$ cat src/shared/irm_regs.svh
// register offsets, field positions and reset values of the request mailbox
`ifndef IRM_REGS_SVH
`define IRM_REGS_SVH
`define IRM_IDX_CTL      6'h0e
`define IRM_IDX_WORD_A   6'h0f
`define IRM_IDX_WORD_B   6'h10
`define IRM_IDX_IRQ_STAT 6'h20
`define IRM_IDX_IRQ_MASK 6'h21
`define IRM_CMD_LSB      0
`define IRM_CMD_MSB      3
`define IRM_RIE_BIT      4
`define IRM_VALID_BIT    5
`define IRM_EV_RESP_BIT  0
`define IRM_EV_DONE_BIT  1
`define IRM_CTL_RESET    6'h00
`define IRM_WORD_RESET   16'h0000
`define IRM_IRQ_RESET    2'h0
`define IRM_RESP_OKAY    2'h0
`define IRM_RESP_SLVERR  2'h2
`endif

$ cat src/shared/irm_pkg.sv
// types of the inter-core request mailbox
package irm_pkg;
    typedef struct packed {
        logic [3:0]  cmd;
        logic        rie;
        logic        rvf;
        logic [15:0] word_a;
        logic [15:0] word_b;
    } irm_req_view_s;

    typedef struct packed {
        irm_req_view_s req;
        logic [1:0]    irq_stat;
        logic [1:0]    irq_mask;
        logic          irq;
        logic          resp_prev;
        logic          awready;
        logic          wready;
        logic          aw_full;
        logic          w_full;
        logic [7:0]    awaddr;
        logic [31:0]   wdata;
        logic [3:0]    wstrb;
        logic          bvalid;
        logic [1:0]    bresp;
        logic          arready;
        logic          rvalid;
        logic [1:0]    rresp;
        logic [31:0]   rdata;
    } irm_state_s;
endpackage : irm_pkg

$ cat src/logic/irm_mailbox.sv
// master-to-slave request mailbox with an AXI4-Lite port for the master core
//
// How it works
// - control register clears to 00h on reset
// - master reads/writes control; slave reads it and can only clear its valid flag
// - bit 4 enables response-valid interrupt to master
// - valid flag: master sets, slave software clears
// - control bits 7:6 always read zero
// - both data words clear to 0000h on reset
// - data words written by master only
//
// The AXI4-Lite register port was decided locally.
`timescale 1ns/1ps
`include "irm_regs.svh"

module irm_mailbox
    import irm_pkg::*;
(
    // clock and reset
    input  wire logic          aclk,
    input  wire logic          aresetn,
    // axi4-lite write address and data
    input  wire logic [7:0]    awaddr,
    input  wire logic [2:0]    awprot,
    input  wire logic          awvalid,
    output logic               awready,
    input  wire logic [31:0]   wdata,
    input  wire logic [3:0]    wstrb,
    input  wire logic          wvalid,
    output logic               wready,
    // axi4-lite write response
    output logic [1:0]         bresp,
    output logic               bvalid,
    input  wire logic          bready,
    // axi4-lite read
    input  wire logic [7:0]    araddr,
    input  wire logic [2:0]    arprot,
    input  wire logic          arvalid,
    output logic               arready,
    output logic [31:0]        rdata,
    output logic [1:0]         rresp,
    output logic               rvalid,
    input  wire logic          rready,
    // slave core side, same clock
    input  wire logic          slv_ctl_we,
    input  wire logic [7:0]    slv_ctl_wdata,
    input  wire logic          resp_valid_flag,
    output irm_req_view_s      req_view,
    // interrupt to master core
    output logic               irq
);

    irm_state_s s;
    irm_state_s next_s;
    logic       aw_fire;
    logic       w_fire;
    logic       ar_fire;
    logic       wr_do;
    logic       mst_set;
    logic       slv_clear;
    logic       ev_resp;
    logic       ev_done;

    // byte-lane merge of a 16-bit word
    function automatic logic [15:0] merge16(input logic [15:0] old,
                                            input logic [15:0] nw,
                                            input logic [1:0]  strb);
        logic [15:0] r;
        r = old;
        if (strb[0]) begin
            r[7:0] = nw[7:0];
        end
        if (strb[1]) begin
            r[15:8] = nw[15:8];
        end
        return r;
    endfunction : merge16

    // read mux: response code above the data word
    function automatic logic [33:0] rd_word(input logic [5:0] idx,
                                            input irm_state_s st);
        logic [33:0] r;
        r = {`IRM_RESP_OKAY, 32'h0000_0000};
        unique case (idx)
            `IRM_IDX_CTL: begin
                r[5:0] = {st.req.rvf, st.req.rie, st.req.cmd};
            end
            `IRM_IDX_WORD_A: begin
                r[15:0] = st.req.word_a;
            end
            `IRM_IDX_WORD_B: begin
                r[15:0] = st.req.word_b;
            end
            `IRM_IDX_IRQ_STAT: begin
                r[1:0] = st.irq_stat;
            end
            `IRM_IDX_IRQ_MASK: begin
                r[1:0] = st.irq_mask;
            end
            default: begin
                r[33:32] = `IRM_RESP_SLVERR;
            end
        endcase
        return r;
    endfunction : rd_word

    always_comb begin
        next_s    = s;
        aw_fire   = awvalid & s.awready;
        w_fire    = wvalid & s.wready;
        ar_fire   = arvalid & s.arready;
        wr_do     = s.aw_full & s.w_full & ~s.bvalid;
        mst_set   = 1'b0;
        // the slave core has no other write path into the mailbox
        slv_clear = slv_ctl_we & ~slv_ctl_wdata[`IRM_VALID_BIT];
        ev_resp   = resp_valid_flag & ~s.resp_prev & s.req.rie;
        ev_done   = s.req.rvf & slv_clear;

        if (aw_fire) begin
            next_s.aw_full = 1'b1;
            next_s.awaddr  = awaddr;
        end
        if (w_fire) begin
            next_s.w_full = 1'b1;
            next_s.wdata  = wdata;
            next_s.wstrb  = wstrb;
        end

        if (wr_do) begin
            next_s.aw_full = 1'b0;
            next_s.w_full  = 1'b0;
            next_s.bvalid  = 1'b1;
            next_s.bresp   = `IRM_RESP_OKAY;
            unique case (s.awaddr[7:2])
                `IRM_IDX_CTL: begin
                    if (s.wstrb[0]) begin
                        next_s.req.cmd = s.wdata[`IRM_CMD_MSB:`IRM_CMD_LSB];
                        next_s.req.rie = s.wdata[`IRM_RIE_BIT];
                        mst_set        = s.wdata[`IRM_VALID_BIT];
                    end
                end
                `IRM_IDX_WORD_A: begin
                    next_s.req.word_a = merge16(s.req.word_a, s.wdata[15:0],
                                                s.wstrb[1:0]);
                end
                `IRM_IDX_WORD_B: begin
                    next_s.req.word_b = merge16(s.req.word_b, s.wdata[15:0],
                                                s.wstrb[1:0]);
                end
                `IRM_IDX_IRQ_STAT: begin
                    if (s.wstrb[0]) begin
                        next_s.irq_stat = s.irq_stat & ~s.wdata[1:0];
                    end
                end
                `IRM_IDX_IRQ_MASK: begin
                    if (s.wstrb[0]) begin
                        next_s.irq_mask = s.wdata[1:0];
                    end
                end
                default: begin
                    next_s.bresp = `IRM_RESP_SLVERR;
                end
            endcase
        end else if (s.bvalid & bready) begin
            next_s.bvalid = 1'b0;
        end

        // a master set in the same cycle as a slave clear wins
        if (mst_set) begin
            next_s.req.rvf = 1'b1;
        end else if (slv_clear) begin
            next_s.req.rvf = 1'b0;
        end

        // events set after the clear so that a new event is never lost
        next_s.irq_stat[`IRM_EV_RESP_BIT] = next_s.irq_stat[`IRM_EV_RESP_BIT] | ev_resp;
        next_s.irq_stat[`IRM_EV_DONE_BIT] = next_s.irq_stat[`IRM_EV_DONE_BIT] | ev_done;
        next_s.irq       = |(next_s.irq_stat & next_s.irq_mask);
        next_s.resp_prev = resp_valid_flag;

        if (ar_fire) begin
            next_s.rvalid                = 1'b1;
            {next_s.rresp, next_s.rdata} = rd_word(araddr[7:2], s);
        end else if (s.rvalid & rready) begin
            next_s.rvalid = 1'b0;
        end

        next_s.awready = ~next_s.aw_full;
        next_s.wready  = ~next_s.w_full;
        next_s.arready = ~next_s.rvalid;
    end

    always_ff @(posedge aclk) begin
        if (!aresetn) begin
            s                                  <= '0;
            {s.req.rvf, s.req.rie, s.req.cmd} <= `IRM_CTL_RESET;
            s.req.word_a                       <= `IRM_WORD_RESET;
            s.req.word_b                       <= `IRM_WORD_RESET;
            s.irq_stat                         <= `IRM_IRQ_RESET;
            s.irq_mask                         <= `IRM_IRQ_RESET;
        end else begin
            s <= next_s;
        end
    end

    assign awready  = s.awready;
    assign wready   = s.wready;
    assign bresp    = s.bresp;
    assign bvalid   = s.bvalid;
    assign arready  = s.arready;
    assign rdata    = s.rdata;
    assign rresp    = s.rresp;
    assign rvalid   = s.rvalid;
    assign req_view = s.req;
    assign irq      = s.irq;
endmodule : irm_mailbox

$ cat config.mk
export PLATFORM = sky130hd
export DESIGN_NAME = irm_mailbox
export DESIGN_NICKNAME = d
export VERILOG_FILES = /design/src/shared/irm_pkg.sv /design/src/logic/irm_mailbox.sv
export VERILOG_INCLUDE_DIRS = /design/src /design/src/shared
export SDC_FILE = /design/constraint.sdc
export NUM_CORES = 1
export LEC_CHECK = 0
export ABC_AREA = 1
export ABC_CLOCK_PERIOD_IN_PS = 1500
export BUFFER_PORTS_ARGS = -buffer_cell sky130_fd_sc_hd__buf_4
export CORE_MARGIN = 4
export CORE_UTILIZATION = 24
export DETAILED_ROUTE_END_ITERATION = 7
export REMOVE_ABC_BUFFERS = 1
export SLEW_MARGIN = 20
export SYNTH_ARGS = -nofsm -noshare
export SYNTH_HDL_FRONTEND = slang
export SYNTH_SLANG_ARGS = --single-unit
$ cat constraint.sdc
create_clock -name aclk -period 1.5 [get_ports aclk]
set_input_delay 0.075 -clock aclk [delete_from_list [all_inputs] [get_ports aclk]]
set_output_delay 0.075 -clock aclk [all_outputs]
set_load 0.02 [all_outputs]
==> results.txt <==
The run finished with clean final reports. The proportion of netlist area held by the largest area contributor came out at 0.4234. The cell depth of the worst hold path came out at 3. The number of storage elements in the synthesis netlist came out at 93.

The per-instance average area after synthesis came out at 7.660 um2. Grouping stages by cell kind, the critical path spends the most delay in simple AND/OR/NAND/NOR gates. The die covers 20550 um2. The path with the worst hold slack has its endpoint at s[56]. Setup repair after global routing left no endpoint under its margin. For this design the ratio of total power to cell area is 1057 nW/um2. The initial antenna violation count is 0. The data arrival time of the critical path came out at 1.65 ns.

The final-stage net count came out at 721. Summing all flip-flop and latch instances after layout gives 1862 um2. The startpoint identified for the worst hold timing path is wdata[13]. The area of the mapped netlist came out at 4397 um2. TritonCTS built the clock tree.

Leaving out fill and tap cells, the most frequent cells in the layout are 123 x buf_4, 120 x nor2_1, 93 x dfxtp_1, 71 x o21ai_0, 45 x nand2_1. For this run, the number of standard cells in the final layout without fillers is 880. The pin count of the biggest net entering global routing came out at 30.

The half-perimeter wire length after detailed placement is 9317 um. Setup violations remaining at the end of the flow were counted as 0. Once placement completed, the tool counted placed cells totaling 848. The final weighted congestion of routability-driven global placement is 0.7754.

The area share of xor/xnor cells in the synthesized design came out at 0. The die is 143.4 um tall. The final antenna-violating net count is 0. The hold slack is 0.003601 ns. The remaining design rule violation count is 0. The starting utilization of the core area came out at 0.2448. The final total negative setup slack came out at 0 ns. The largest incremental delay on the critical path came out at 0.31 ns. The initialized floorplan defines 49 standard-cell rows.

The count of final hold-check violations was 0. The number of buffers and inverters on the critical path came out at 3. For this run, the total global-route usage over all layers was measured as 0.1197. The first detailed-routing pass took 4 iterations.

Counting distinct cell types in the post-synthesis netlist gives 26. The global-route wire length before repair is 19110 um. The biggest area contributor in the post-synthesis netlist is dfxtp_1. The area of the multi-input gates is 1817 um2. At the worst endpoint, the required time is 1.78 ns. From left edge to right edge, the die measures 143.4 um. The number of ports placed on the die boundary came out at 155. The CTS buffer count is 9. The post-synthesis adder-cell area fraction is 0. The pre-CTS worst setup slack is 0.1542 ns. The dominant synthesized flop cell is dfxtp_1. After technology mapping, the gate count stands at 574. The max-slew violation total from the final report is 0. The CTS sink count is 93. The kind of start point of the critical path is a register.

The final routed wire length divided by cell count came out at 13.97 um. The CTS H-tree depth is 3. Traced cell by cell, the critical path runs through inv_1, nand3_2, nor2_2, inv_2, nor2_4, buf_4, o21ai_0, nor2_1. After the first detailed-routing iteration, the DRC count stood at 226. The core region is 17960 um2.

The tool flagged a number of max-cap violations equal to 0. The fraction of the yosys area taken by sequential cells is 0.4234. The vias per cell is 4.203. The slack of the critical path came out at 0.1323 ns.

The complex-gate fraction of the synthesized area came out at 0.1394. The post-route clock skew is 0.005825 ns. The startpoint identified for the worst register-to-register timing path is bvalid. The count of input and output buffers came out at 101. STA classifies the critical path endpoint as a register. The critical path class is register to register. In this run the worst hold path is classified as primary input to register. The count of fill cells added during filler insertion is 1934. The final period demand of the worst path is 1.368 ns. The post-synthesis share of cell area spent on and, or, nand and nor gates came out at 0.2584. The endpoint identified for the worst register-to-register timing path is req_view[28]. In this run, synthesis inferred 0 flip-flops with an integrated enable. The proportion of synthesized flip-flops having asynchronous set or reset is 0. IR analysis of the VDD net gives a maximum drop of 0.0006180 V. Dividing the final minimum period by the clock period gives 0.9118.

The reg-to-reg setup timing slack came out at 0.13 ns. Sorting the synthesized cells by area gives the leading types as dfxtp_1 42%, buf_4 13%, nor2_1 10%. The total vias in the final route came out at 3699. Among all stages on the critical path, the largest delay is contributed by dfxtp_1. For the worst-skew pair, the clock arrives at the later sink with an insertion delay of 0.34 ns. The cell sitting at the root of the clock tree is a clkbuf_16.

The number of global-route vias before repair came out at 3459. The clock input transition at the sequential cells of the worst setup and hold paths came out at 0.07 ns. The worst register-to-register path has a depth of 8.

Yosys printed 0 warnings. The post-synthesis mux area share is 0. The library cell used most frequently in the layout, excluding fill and tap cells, is buf_4.

The proportion of layout cells with a drive suffix above 1 came out at 0.2780. The post-CTS repair timing setup buffer count came out at 0. The number of diodes came out at 0. The total global routing overflow is 0. The layout overhead on the synthesized area came out at 25.36%. The achievable clock frequency is 0.7312 GHz. The largest fanout on the critical path is 4.

The main combinational cell family by area after synthesis is simple AND/OR/NAND/NOR gates. The aggregate routed wire length is 12290 um. In this run the static leakage power is 2.470 nW. The worst-case clock buffer depth is 2.
## worst min-delay path: stages
cell     delay [ns]
buf_4          0.07
o21ai_0        0.08
nor2_1         0.08
## routing by layer
metal  part of all wire  up-vias  global-route usage
met5                  0        -                   0
li1                   -     1926                   -
met1               0.48     1678              0.1672
met4              0.013        0             0.03865
met2               0.46       83              0.1837
met3              0.043       12             0.02762
## stage by stage
step           area, um2  total power [W]    util
2_1_floorplan       3796         0.002974       -
3_3_place_gp        5006         0.003256  0.2787
3_5_place_dp        5006         0.003262  0.2787
4_1_cts             5512         0.005892  0.3068
5_1_grt             5512         0.006062  0.3068
6_report            5512         0.005825  0.3068
## cell families (layout without fill, tap and decap cells)
kind of cell           count (synthesis)  after routing
AO/OA/AOI/OAI                        116            116
buffers and inverters                126            186
flip-flops                            93             93
other                                  1             18
AND/OR/NAND/NOR                      238            238
## final cells by class
cell class,instances,share of cell area
clock buffers,13,0.05085
clock inverters,3,0.01180
inverters,31,0.02134
multi-input cells,372,0.3296
flip-flops and latches,93,0.3378
well taps,229,0.05199
repair buffers,139,0.1966
## worst max-delay path by stage
stage / start / to / slack [ns] / cells past startpoint
final: bvalid / req_view[28] / 0.13 / 8
after global routing: bvalid / req_view[28] / 0.02 / 8
after CTS: bvalid / req_view[30] / 0.14 / 8
after detailed placement: bvalid / req_view[31] / 0.15 / 8
after global placement: bvalid / req_view[30] / 0.19 / 8
after floorplan: wready / wready / 0.07 / 5
## synthesized netlist by cell type, types with 2 or more instances
cell type,instances
clkbuf_1,14
nand4_4,2
nand4_1,9
dfxtp_1,93
nor2_4,11
nand2_2,3
a211oi_2,2
buf_2,3
nor2_2,8
a21oi_2,4
nand2_1,45
nand3_1,36
o21ai_0,71
nor2_1,120
a21oi_1,37
inv_2,8
inv_1,22
buf_6,3
nand3_2,2
buf_4,75
## where the power goes
| part | switching (W) | total [W] | internal, W |
|---|---|---|---|
| Combinational | 0.000355 | 0.000600 | 0.000246 |
| Clock | 0.000952 | 0.00259 | 0.00164 |
| Sequential | 0.0000757 | 0.00263 | 0.00256 |
## repair_timing
| action | 4_1_cts | 5_1_grt |
|---|---|---|
| hold endpoints to repair | 16 | 0 |
| hold buffers | 16 | 0 |
| gates resized for setup | 0 | 0 |
## flip-flops by register name (all words and copies together), names as in the netlist
name      flops
arready       1
awready       1
bresp         1
bvalid        1
irq           1
rdata        16
req_view     38
rresp         1
rvalid        1
s            31
wready        1
(Power assumes the default switching activity.)
